===== config.mk =====
export PLATFORM = sky130hd
export DESIGN_NAME = pes_event_regs
export DESIGN_NICKNAME = d
export VERILOG_FILES = /design/src/hdl/pes_pkg.sv /design/src/hdl/pes_event_regs.sv /design/src/hdl/pes_sync.sv /design/src/hdl/pes_i2c_target.sv
export SDC_FILE = /design/constraint.sdc
export NUM_CORES = 1
export LEC_CHECK = 0
export BUFFER_PORTS_ARGS = -buffer_cell sky130_fd_sc_hd__buf_2
export CORE_UTILIZATION = 45
export DETAILED_ROUTE_END_ITERATION = 6
export PLACE_DENSITY = 0.61
export SYNTH_ARGS = -nofsm -noshare
export SYNTH_HDL_FRONTEND = slang
export SYNTH_SLANG_ARGS = --single-unit

===== constraint.sdc =====
create_clock -name mclk_i -period 3.2 [get_ports mclk_i]
set_input_delay 0.64 -clock mclk_i [delete_from_list [all_inputs] [get_ports mclk_i]]
set_output_delay 0.64 -clock mclk_i [all_outputs]
set_load 0.01 [all_outputs]

===== src/hdl/pes_pkg.sv =====
package pes_pkg;

   // Register offsets on the serial management port
   localparam logic [7:0] OFS_IDENTITY = 8'h01;
   localparam logic [7:0] OFS_FLAGS = 8'h02;
   localparam logic [7:0] OFS_MASKS = 8'h03;
   localparam logic [7:0] OFS_STATUS = 8'h04;
   localparam logic [7:0] OFS_CAUSE = 8'h05;
   localparam logic [7:0] OFS_RAIL_ONE = 8'h20;

   // Field positions
   localparam int BIT_FAULT = 7;
   localparam int BIT_POWER_OFF = 3;
   localparam int BIT_HOT_DIE = 0;
   localparam int BIT_LIVE_HOT = 0;
   localparam int BIT_CTL_OFF = 3;
   localparam int BIT_UV = 2;
   localparam int BIT_OC = 1;
   localparam int BIT_HEAT = 0;

   // Reset values and implemented-bit masks
   localparam logic [7:0] FLAGS_RESET = 8'h00;
   localparam logic [7:0] MASKS_RESET = 8'hFF;
   localparam logic [7:0] STATUS_RESET = 8'h00;
   localparam logic [7:0] CAUSE_RESET = 8'h00;
   localparam logic [7:0] FLAGS_USED = 8'h89;
   localparam logic [7:0] CAUSE_USED = 8'h07;

   // Target address on the serial port; value is arbitrary
   localparam logic [6:0] TARGET_ADDR = 7'h5E;

   // Raw event levels from the analog monitors
   typedef struct packed {
      logic power_fault;
      logic crit_temp;
      logic hot_temp;
      logic uv_off;
      logic oc_off;
      logic heat_off;
   } pes_event_t;

   // Register write strobe with its address and data
   typedef struct packed {
      logic wr_en;
      logic [7:0] addr;
      logic [7:0] data;
   } pes_reg_wr_t;

   typedef enum {
      S_IDLE,
      S_ADDR,
      S_AACK,
      S_WRB,
      S_WACK,
      S_RDB,
      S_RACK
   } pes_i2c_state_t;

endpackage : pes_pkg


===== src/hdl/pes_event_regs.sv =====
`timescale 1ns/1ps
module pes_event_regs (
   input wire logic mclk_i,
   input wire logic resetn_i,
   input wire logic scl_i,
   input wire logic sda_i,
   output logic sda_o,
   output logic sda_oe_o,
   input wire pes_pkg::pes_event_t event_i,
   input wire logic [7:0] otp_identity_i,
   input wire logic [7:0] otp_rail_one_i,
   output logic irq_o,
   output logic [6:0] rail_one_voltage_code_o,
   output logic rail_one_passive_fall_o
);

   logic [7:0] sync_in;
   logic [7:0] sync_out;
   logic scl_sync;
   logic sda_sync;
   pes_pkg::pes_event_t ev;
   pes_pkg::pes_event_t ev_prev_reg;
   pes_pkg::pes_event_t ev_rise;
   pes_pkg::pes_reg_wr_t wr;
   logic [7:0] rd_addr;
   logic [7:0] rd_data;
   logic [7:0] flags_reg;
   logic [7:0] flags_next;
   logic [7:0] masks_reg;
   logic [7:0] status_reg;
   logic [7:0] cause_reg;
   logic [7:0] cause_next;
   logic [7:0] cause_set;
   logic [7:0] flags_set;
   logic [7:0] flags_clr;
   logic [7:0] cause_clr;
   logic [7:0] rail_one_reg;
   logic rail_loaded_reg;
   logic [7:0] identity_reg;
   logic [1:0] settle_reg;

   function automatic logic hit(input logic [7:0] addr, input logic [7:0] ofs);
      hit = (addr == ofs);
   endfunction : hit

   assign sync_in = {scl_i, sda_i, event_i};
   // Bus lines read idle-high until the synchroniser has filled, so leaving reset fakes no bus edge
   assign scl_sync = sync_out[7] | ~settle_reg[1];
   assign sda_sync = sync_out[6] | ~settle_reg[1];
   assign ev = pes_pkg::pes_event_t'(sync_out[5:0]);
   assign sda_o = 1'b0;

   pes_sync #(
      .WIDTH(8)
   ) u_sync (
      .mclk_i(mclk_i),
      .resetn_i(resetn_i),
      .async_i(sync_in),
      .sync_o(sync_out)
   );

   pes_i2c_target u_port (
      .mclk_i(mclk_i),
      .resetn_i(resetn_i),
      .scl_i(scl_sync),
      .sda_i(sda_sync),
      .rd_data_i(rd_data),
      .sda_oe_o(sda_oe_o),
      .wr_o(wr),
      .rd_addr_o(rd_addr)
   );

   always_ff @(posedge mclk_i or negedge resetn_i) begin
      if (!resetn_i) begin
         settle_reg <= 2'h0;
      end else begin
         settle_reg <= {settle_reg[0], 1'b1};
      end
   end

   // Edge detect so a level that stays high sets a flag once, not again after each clear
   always_ff @(posedge mclk_i or negedge resetn_i) begin
      if (!resetn_i) begin
         ev_prev_reg <= '0;
      end else begin
         ev_prev_reg <= ev;
      end
   end

   assign ev_rise = ev & ~ev_prev_reg;

   // Cause register: set wins over a simultaneous host clear
   always_comb begin
      cause_set = 8'h00;
      cause_set[pes_pkg::BIT_UV] = ev_rise.uv_off;
      cause_set[pes_pkg::BIT_OC] = ev_rise.oc_off;
      cause_set[pes_pkg::BIT_HEAT] = ev_rise.heat_off;
      cause_clr = (wr.wr_en && hit(wr.addr, pes_pkg::OFS_CAUSE)) ? wr.data : 8'h00;
      cause_next = (cause_set | (cause_reg & ~cause_clr)) & pes_pkg::CAUSE_USED;
   end

   always_ff @(posedge mclk_i or negedge resetn_i) begin
      if (!resetn_i) begin
         cause_reg <= pes_pkg::CAUSE_RESET;
      end else begin
         cause_reg <= cause_next;
      end
   end

   // Flags: shutdown flag clear is held off while any cause bit is still set
   always_comb begin
      flags_set = 8'h00;
      flags_set[pes_pkg::BIT_FAULT] = ev_rise.power_fault | ev_rise.crit_temp;
      flags_set[pes_pkg::BIT_POWER_OFF] = |cause_set;
      flags_set[pes_pkg::BIT_HOT_DIE] = ev_rise.hot_temp;
      flags_clr = (wr.wr_en && hit(wr.addr, pes_pkg::OFS_FLAGS)) ? wr.data : 8'h00;
      if (cause_reg != 8'h00) begin
         flags_clr[pes_pkg::BIT_POWER_OFF] = 1'b0;
      end
      flags_next = (flags_set | (flags_reg & ~flags_clr)) & pes_pkg::FLAGS_USED;
   end

   always_ff @(posedge mclk_i or negedge resetn_i) begin
      if (!resetn_i) begin
         flags_reg <= pes_pkg::FLAGS_RESET;
      end else begin
         flags_reg <= flags_next;
      end
   end

   // Only the three implemented mask bits are writable; the rest stay at one
   always_ff @(posedge mclk_i or negedge resetn_i) begin
      if (!resetn_i) begin
         masks_reg <= pes_pkg::MASKS_RESET;
      end else if (wr.wr_en && hit(wr.addr, pes_pkg::OFS_MASKS)) begin
         masks_reg <= (wr.data & pes_pkg::FLAGS_USED) | ~pes_pkg::FLAGS_USED;
      end
   end

   always_ff @(posedge mclk_i or negedge resetn_i) begin
      if (!resetn_i) begin
         status_reg <= pes_pkg::STATUS_RESET;
      end else begin
         status_reg <= {7'h00, ev.hot_temp};
      end
   end

   // Trimmed values are captured in the first cycle after reset release
   always_ff @(posedge mclk_i or negedge resetn_i) begin
      if (!resetn_i) begin
         rail_loaded_reg <= 1'b0;
         rail_one_reg <= 8'h00;
         identity_reg <= 8'h00;
      end else if (!rail_loaded_reg) begin
         rail_loaded_reg <= 1'b1;
         rail_one_reg <= otp_rail_one_i;
         identity_reg <= otp_identity_i;
      end else if (wr.wr_en && hit(wr.addr, pes_pkg::OFS_RAIL_ONE)) begin
         rail_one_reg <= wr.data;
      end
   end

   assign rail_one_voltage_code_o = rail_one_reg[7:1];
   assign rail_one_passive_fall_o = rail_one_reg[0];

   always_ff @(posedge mclk_i or negedge resetn_i) begin
      if (!resetn_i) begin
         irq_o <= 1'b0;
      end else begin
         irq_o <= |(flags_reg & ~masks_reg & pes_pkg::FLAGS_USED);
      end
   end

   // Unmapped offsets read zero
   always_comb begin
      rd_data = 8'h00;
      if (hit(rd_addr, pes_pkg::OFS_IDENTITY)) begin
         rd_data = identity_reg;
      end else if (hit(rd_addr, pes_pkg::OFS_FLAGS)) begin
         rd_data = flags_reg;
      end else if (hit(rd_addr, pes_pkg::OFS_MASKS)) begin
         rd_data = masks_reg;
      end else if (hit(rd_addr, pes_pkg::OFS_STATUS)) begin
         rd_data = status_reg;
      end else if (hit(rd_addr, pes_pkg::OFS_CAUSE)) begin
         rd_data = cause_reg;
      end else if (hit(rd_addr, pes_pkg::OFS_RAIL_ONE)) begin
         rd_data = rail_one_reg;
      end
   end

   logic fault_clr_req;
   logic cause0_clr_req;
   logic flags_wr;
   assign flags_wr = wr.wr_en && hit(wr.addr, pes_pkg::OFS_FLAGS);
   assign fault_clr_req = wr.wr_en && hit(wr.addr, pes_pkg::OFS_FLAGS) && wr.data[pes_pkg::BIT_FAULT];
   assign cause0_clr_req = wr.wr_en && hit(wr.addr, pes_pkg::OFS_CAUSE) && wr.data[pes_pkg::BIT_HEAT];
endmodule : pes_event_regs


===== src/hdl/pes_sync.sv =====
`timescale 1ns/1ps
module pes_sync #(
   parameter int WIDTH = 8
) (
   input wire logic mclk_i,
   input wire logic resetn_i,
   input wire logic [WIDTH-1:0] async_i,
   output logic [WIDTH-1:0] sync_o
);

   logic [WIDTH-1:0] meta_reg;

   // First stage is read only by the second stage
   always_ff @(posedge mclk_i or negedge resetn_i) begin
      if (!resetn_i) begin
         meta_reg <= '0;
         sync_o <= '0;
      end else begin
         meta_reg <= async_i;
         sync_o <= meta_reg;
      end
   end

endmodule : pes_sync


===== src/hdl/pes_i2c_target.sv =====
`timescale 1ns/1ps
module pes_i2c_target (
   input wire logic mclk_i,
   input wire logic resetn_i,
   input wire logic scl_i,
   input wire logic sda_i,
   input wire logic [7:0] rd_data_i,
   output logic sda_oe_o,
   output pes_pkg::pes_reg_wr_t wr_o,
   output logic [7:0] rd_addr_o
);

   pes_pkg::pes_i2c_state_t state_reg;
   logic scl_prev_reg;
   logic sda_prev_reg;
   logic [3:0] cnt_reg;
   logic [7:0] shift_reg;
   logic [7:0] tx_reg;
   logic [7:0] ptr_reg;
   logic rw_reg;
   logic ptr_phase_reg;
   logic nack_reg;
   logic scl_rise;
   logic scl_fall;
   logic start_det;
   logic stop_det;

   assign scl_rise = scl_i & ~scl_prev_reg;
   assign scl_fall = ~scl_i & scl_prev_reg;
   assign start_det = scl_i & scl_prev_reg & sda_prev_reg & ~sda_i;
   assign stop_det = scl_i & scl_prev_reg & ~sda_prev_reg & sda_i;
   assign rd_addr_o = ptr_reg;

   always_ff @(posedge mclk_i or negedge resetn_i) begin
      if (!resetn_i) begin
         scl_prev_reg <= 1'b1;
         sda_prev_reg <= 1'b1;
      end else begin
         scl_prev_reg <= scl_i;
         sda_prev_reg <= sda_i;
      end
   end

   // Bit sampling on the rising clock edge
   always_ff @(posedge mclk_i or negedge resetn_i) begin
      if (!resetn_i) begin
         shift_reg <= 8'h00;
         nack_reg <= 1'b0;
      end else if (scl_rise) begin
         shift_reg <= {shift_reg[6:0], sda_i};
         nack_reg <= sda_i;
      end
   end

   // Protocol sequencer; the pointer auto-increments after each data byte
   always_ff @(posedge mclk_i or negedge resetn_i) begin
      if (!resetn_i) begin
         state_reg <= pes_pkg::S_IDLE;
         cnt_reg <= 4'h0;
         tx_reg <= 8'h00;
         ptr_reg <= 8'h00;
         rw_reg <= 1'b0;
         ptr_phase_reg <= 1'b0;
         sda_oe_o <= 1'b0;
         wr_o <= '0;
      end else begin
         wr_o.wr_en <= 1'b0;
         if (start_det) begin
            state_reg <= pes_pkg::S_ADDR;
            cnt_reg <= 4'h0;
            sda_oe_o <= 1'b0;
         end else if (stop_det) begin
            state_reg <= pes_pkg::S_IDLE;
            sda_oe_o <= 1'b0;
         end else if (scl_rise && (state_reg == pes_pkg::S_ADDR || state_reg == pes_pkg::S_WRB ||
                                   state_reg == pes_pkg::S_RDB)) begin
            cnt_reg <= cnt_reg + 4'h1;
         end else if (scl_fall) begin
            case (state_reg)
               pes_pkg::S_ADDR: begin
                  if (cnt_reg == 4'h8) begin
                     if (shift_reg[7:1] == pes_pkg::TARGET_ADDR) begin
                        rw_reg <= shift_reg[0];
                        sda_oe_o <= 1'b1;
                        state_reg <= pes_pkg::S_AACK;
                     end else begin
                        state_reg <= pes_pkg::S_IDLE;
                     end
                  end
               end
               pes_pkg::S_AACK: begin
                  cnt_reg <= 4'h0;
                  if (rw_reg) begin
                     tx_reg <= rd_data_i;
                     sda_oe_o <= ~rd_data_i[7];
                     ptr_reg <= ptr_reg + 8'h01;
                     state_reg <= pes_pkg::S_RDB;
                  end else begin
                     sda_oe_o <= 1'b0;
                     ptr_phase_reg <= 1'b1;
                     state_reg <= pes_pkg::S_WRB;
                  end
               end
               pes_pkg::S_WRB: begin
                  if (cnt_reg == 4'h8) begin
                     sda_oe_o <= 1'b1;
                     state_reg <= pes_pkg::S_WACK;
                     ptr_phase_reg <= 1'b0;
                     if (ptr_phase_reg) begin
                        ptr_reg <= shift_reg;
                     end else begin
                        wr_o.wr_en <= 1'b1;
                        wr_o.addr <= ptr_reg;
                        wr_o.data <= shift_reg;
                        ptr_reg <= ptr_reg + 8'h01;
                     end
                  end
               end
               pes_pkg::S_WACK: begin
                  sda_oe_o <= 1'b0;
                  cnt_reg <= 4'h0;
                  state_reg <= pes_pkg::S_WRB;
               end
               pes_pkg::S_RDB: begin
                  if (cnt_reg == 4'h8) begin
                     sda_oe_o <= 1'b0;
                     state_reg <= pes_pkg::S_RACK;
                  end else begin
                     tx_reg <= {tx_reg[6:0], 1'b0};
                     sda_oe_o <= ~tx_reg[6];
                  end
               end
               pes_pkg::S_RACK: begin
                  if (nack_reg) begin
                     state_reg <= pes_pkg::S_IDLE;
                  end else begin
                     cnt_reg <= 4'h0;
                     tx_reg <= rd_data_i;
                     sda_oe_o <= ~rd_data_i[7];
                     ptr_reg <= ptr_reg + 8'h01;
                     state_reg <= pes_pkg::S_RDB;
                  end
               end
               default: state_reg <= pes_pkg::S_IDLE;
            endcase
         end
      end
   end

endmodule : pes_i2c_target


== After elaboration in Yosys (flattened, before gate mapping) ==
Index checks and enable logic that the tools add are counted.

* Add/sub/neg operators: 2
* Reductions and logical operators: 26
* Equal/unequal tests: 35
* Multiplexer cells: 58
* Bitwise gates (word level): 31

{| class="wikitable"
|+ Operator list
! kind !! number
|-
| $mux 32 || 7
|-
| $pmux 32 s6 || 1
|-
| $eq 32x3->1 const B || 4
|-
| $mux 17 || 7
|-
| $mux 8 || 13
|-
| $eq 32x2->1 const B || 3
|-
| $eq 32x1->1 const B || 1
|-
| $eq 32x4->1 const B || 1
|-
| $eq 8x2->1 const B || 4
|-
| $reduce_and 7->1 || 4
|-
| $eq 8x3->1 const B || 3
|-
| $pmux 8 s3 || 1
|-
| $mux 7 || 3
|-
| $pmux 7 s3 || 1
|-
| $mux 4 || 5
|-
| $and 8x8->8 || 2
|-
| $eq 8x6->1 const B || 2
|-
| $ne 4x1->1 const B || 4
|-
| $not 8->8 || 2
|-
| $reduce_and 8->1 || 2
|-
| $reduce_bool 8->1 || 2
|-
| $mux 1 || 13
|-
| $reduce_bool 3->1 || 4
|-
| $not 1->1 || 11
|-
| other kinds (30) || 52
|}

* Register bits: 133
* Word-level logic and storage cells: 182
* Output and inout bits: 11
* Input bits: 26

== Longest topological paths before layout ==
* Depth after elaboration: 14
* Gate-level depth with buffers: 8
* Depth with buffers taken out: 7

== Cells and area by module ==
A second synthesis with hierarchy kept.

* Cells, all modules: 420
* Area total of the unflattened synthesis: 4,828.4 um^2

{| class="wikitable"
|+ Modules (own cells, without submodules)
! module !! area an instance (um^2) !! seq. area each (um^2) !! instances !! cells an instance
|-
| pes_i2c_target || 2,638.8 || 1,303.8 || 1 || 230
|-
| pes_event_regs || 1,789.2 || 854.6 || 1 || 174
|-
| pes_sync || 400.4 || 400.4 || 1 || 16
|}

== Worst setup path before layout ==
OpenSTA, ideal clock, no wires.

* Path type: register to register
* Start: register u_port.ptr_reg[3], in the netlist u_port.rd_addr_o[3]
* End: register u_port.tx_reg[1]
* Slack: 1.060 ns
* Required time: 3.073 ns
* Arrival time: 2.013 ns
* Setup time: 0.127 ns
* Stages on the path, launching flop included: 8
* Path buffers: 2
* Clock period less this slack: 2.140 ns
* Cells stage by stage: dfrtp_1 -> buf_6 -> or4_4 -> or2_1 -> buf_6 -> or3_1 -> a221oi_1 -> nor2_1

* Cells in the longest elaborated chain, start to end: 9
* Elaborated cells on any way between the ends: 15
* Those cells by class: 6 x eq/ne; 9 x mux

{| class="wikitable"
|+ RTL lines
! element !! line !! RTL
|-
| from (decl) || pes_i2c_target.sv:19 || <nowiki>logic [7:0] ptr_reg;</nowiki>
|-
| from (signal assigned) || pes_i2c_target.sv:96 || <nowiki>ptr_reg <= ptr_reg + 8'h01;</nowiki>
|-
| from (signal assigned) || pes_i2c_target.sv:110 || <nowiki>ptr_reg <= shift_reg;</nowiki>
|-
| from (signal assigned) || pes_i2c_target.sv:115 || <nowiki>ptr_reg <= ptr_reg + 8'h01;</nowiki>
|-
| $eq 8x6->1 || pes_event_regs.sv:43 || <nowiki>hit = (addr == ofs);</nowiki>
|-
| $mux 8 || pes_event_regs.sv:187 || <nowiki>end else if (hit(rd_addr, pes_pkg::OFS_RAIL_ONE)) begin</nowiki>
|-
| $mux 8 || pes_event_regs.sv:185 || <nowiki>end else if (hit(rd_addr, pes_pkg::OFS_CAUSE)) begin</nowiki>
|-
| $mux 8 || pes_event_regs.sv:183 || <nowiki>end else if (hit(rd_addr, pes_pkg::OFS_STATUS)) begin</nowiki>
|-
| $mux 8 || pes_event_regs.sv:181 || <nowiki>end else if (hit(rd_addr, pes_pkg::OFS_MASKS)) begin</nowiki>
|-
| $mux 8 || pes_event_regs.sv:179 || <nowiki>end else if (hit(rd_addr, pes_pkg::OFS_FLAGS)) begin</nowiki>
|-
| $mux 8 (*) || pes_event_regs.sv:177 || <nowiki>if (hit(rd_addr, pes_pkg::OFS_IDENTITY)) begin</nowiki>
|-
| $mux 7 (on tied branches) || pes_i2c_target.sv:134, pes_i2c_target.sv:93 ||
|-
| $pmux 7 s3 (*) || pes_i2c_target.sv:79 || <nowiki>case (state_reg)</nowiki>
|-
| to (signal assigned) || pes_i2c_target.sv:94 || <nowiki>tx_reg <= rd_data_i;</nowiki>
|-
| to (signal assigned) || pes_i2c_target.sv:129 || <nowiki>tx_reg <= {tx_reg[6:0], 1'b0};</nowiki>
|-
| to (signal assigned) || pes_i2c_target.sv:138 || <nowiki>tx_reg <= rd_data_i;</nowiki>
|-
| to (decl) || pes_i2c_target.sv:18 || <nowiki>logic [7:0] tx_reg;</nowiki>
|}

Mark *: on every way between the ends. The rest lies on a longest branch, timed or not. The select of a mux whose other input is x is not followed.
A chain may end at the register's enable or synchronous reset.

== Final worst setup path ==
* Start: register u_port.state_reg[0]
* End: register u_port.ptr_reg[4], in the netlist u_port.rd_addr_o[4]

* Cells in the longest elaborated chain, start to end: 6
* Elaborated cells on any way between the ends: 16
* Those cells by class: 9 x eq/ne; 1 x mux; 1 x bitwise; 5 x reduce/logical

{| class="wikitable"
|+ RTL lines
! element !! line !! RTL
|-
| from (decl) || pes_i2c_target.sv:13 || <nowiki>pes_pkg::pes_i2c_state_t state_reg;</nowiki>
|-
| from (signal assigned) || pes_i2c_target.sv:58 || <nowiki>state_reg <= pes_pkg::S_IDLE;</nowiki>
|-
| from (signal assigned) || pes_i2c_target.sv:69 || <nowiki>state_reg <= pes_pkg::S_ADDR;</nowiki>
|-
| from (signal assigned) || pes_i2c_target.sv:73 || <nowiki>state_reg <= pes_pkg::S_IDLE;</nowiki>
|-
| $eq 32x2->1 or $eq 32x3->1 (tied branches) || pes_i2c_target.sv:75 || <nowiki>end else if (scl_rise && (state_reg == pes_pkg::S_ADDR || state_reg == pes_pkg::S_WRB ||</nowiki>
|-
| $logic_or 1x1->1 (2 in series) || pes_i2c_target.sv:75 ||
|-
| $logic_and 1x1->1 || pes_i2c_target.sv:75 ||
|-
| $not 1->1 (no line) || -- ||
|-
| $reduce_and 8->1 (no line) || -- ||
|}

Several ways; a longest one is shown, not always the timed one.

==> impl_metrics.yaml <==
status:
  status: "complete, no violations"
synthesis:
  synth_nets: 466
  synth-seq-area-share: 0.546
  synth_commonest_cells: "dfrtp_1, nor2_1, mux2_2, a21oi_1, nand2_1"
  synth_cells: 434
  ys_types: 55
  netlist.area_leader.share: 0.518
  async_flop_share: 1.00
  ys_ff_latch: 102
  synth_edf_count: 0
  syn_avg_cell_area_um2: 10.8
  yosysMostFrequentCell: "dfrtp_1"
  syn_area_um2: 4690
  yosysWarnings: 0
  synth_area_leaders: "dfrtp_1, mux2_2, nor2_1"
  synth_top_flop_cell: "dfrtp_1"
  yosys.area.top_type: "dfrtp_1"
cts:
  cts_tree: "yes"
  cts-resized-gates: 0
  htreeDepth: 3
  clk_latency_ps: 360
  clk_pin_slew_worst_paths_ps: 100
  root_buffer: "clkbuf_8"
  numCtsBuffers: 9
  clock_path_buffers: 2
  clock-sinks: 102
  hold_buffers: 0
  cts_setup_buffers: 0
timing:
  worst_pin_slew_ps: 1110
  fmax_mhz: 409
  rsz0062_at_grt: "no"
  slew_viol_final: 0
  skew_ps: 14.2
  setup_violations: 0
  holdWs_ps: 233
  slew_headroom: 0.256
  fin_tns_setup_ps: 0
  period_needed_ps: 2440
  period_share: 0.764
  hold_viol: 0
power_and_ir_drop:
  netSwitchingFraction: 0.262
  switchingPower_mw: 0.669
  power.leakage_nw: 2.28
  clockPowerShare: 0.323
  p_comb_frac: 0.086
  peakVddDrop_mv: 0.196
  seqPwrFrac: 0.591
  intPower_mw: 1.89
  powerDensity_nw_per_um2: 499
finish:
  regMostFlops: "u_port.wr_o"
  largest_reg_flops: 17
  drive_above_1_share: 0.200
  syn2layout_area_growth_pct: 9.26
  num_antenna_cells: 0
  fin_cells: 598
  final_nets: 492
floorplan:
  fp.dieW_um: 104
  die_area_um2: 10800
  io_pins: 37
  start_util: 0.471
  die_h_um: 104
  core_um2: 9950
  rows: 36
grt:
  grt_pass1_wl_mm: 17.1
  grt_max_degree: 64
  grt_remaining_overflow: 0
  antenna_found_initial: 0
  grt_pass1_vias: 3312
  grt_usage: 0.201
routing:
  via_per_inst: 5.59
  first_pass_iters: 4
  drtIter0Drc: 295
  drc_errors: 0
  drt_wl_total_mm: 10.1
  ant_nets: 0
  routedWlPerCell_um: 16.9
  dr_total_vias: 3342
critical_path:
  start_kind: "register"
  crit_path_end_kind: "register"
  cp.arrival_ps: 2640
  critPathKind: "register to register"
  critPathRequiredTime_ps: 3390
  critPathMaxFanout: 20
job:
  maxCapViolations: 0
hold_path:
  hold_path_class: "input pin to asynchronous set/reset pin"
placement:
  dp.cells: 582
  hpwl_mm: 7.13
  routabilityCongestion: 0.804
  place.port_buffers: 35
logic make-up (layout without fill, tap and decap cells):
kind of cell               after synthesis  after routing  share of synthesized area
other                                    2              2                    0.00160
AOI/OAI and AO/OA                      107            107                      0.147
DFF                                    102            102                      0.546
adders and majority gates                6              6                     0.0160
xor gates and xnor gates                 1              1                    0.00187
and+or+nand+nor                        137            137                      0.150
muxes                                   41             41                     0.0956
buffers and inverters                   38             69                     0.0424
layer usage:
metal  vias up  track usage  wire length [um]
met5         -            0                 0
met4         0       0.0755               168
met3        14       0.0307               346
met2        63        0.310              4520
met1      1649        0.286              5040
li1       1616            -                 -
per-stage QoR:
step	instance area, um2	setup WS [ps]	power, mW	utilization
after floorplan	4690	1060	1.63	-
after global placement	4920	889	1.75	0.494
after detailed placement	4920	794	1.76	0.494
after CTS	5120	771	2.58	0.514
after global routing	5120	440	2.68	0.514
final	5120	755	2.56	0.514
critical path, cell delays in order, from the launching register on:
cell and delay (ps):
dfrtp_1 580, nand2b_1 280, a211oi_1 520, o21ai_1 510
o21ai_0 280, o21ai_0 110
power by group through the flow:
stage	sequential, mW	combinational (mW)	clock, mW
floorplan	1.48	0.155	0
global placement	1.53	0.217	0
detailed placement	1.53	0.222	0
CTS	1.51	0.225	0.849
global route	1.53	0.253	0.895
finish	1.51	0.220	0.827
path summary, 6_finish.rpt:
path	start	cells after the start	to	slack (ps)
min reg2reg	u_sync.meta_reg[0]	0	u_sync.sync_o[0]	360
min	resetn_i	1	ev_prev_reg[5]	230
max	u_port.state_reg[0]	5	u_port.rd_addr_o[4]	760
max in group asynchronous	resetn_i	2	u_port.scl_prev_reg	2200
min in group mclk_i	u_sync.meta_reg[0]	0	u_sync.sync_o[0]	360
max reg2reg	u_port.state_reg[0]	5	u_port.rd_addr_o[4]	760
cells in the final DEF (no fill, tap or decap), types with 11 or more instances in the layout:
cell	instances
dfrtp_1	97
nor2_1	38
buf_2	34
mux2_2	30
nand2_1	28
a21oi_1	28
o21ai_0	22
nand3_1	19
inv_1	16
mux2i_1	11
cell type report:
type                    instances  area [um2]
clock buffers                  12         145
flip-flops and latches        102        2560
fillers                       904        4830
clock inverters                 4        56.3
repair buffers                 37         205
inverters                      16        60.1
multi-input cells             294        1930
well taps                     133         166
No activity file was read; power rests on OpenSTA's default activity.
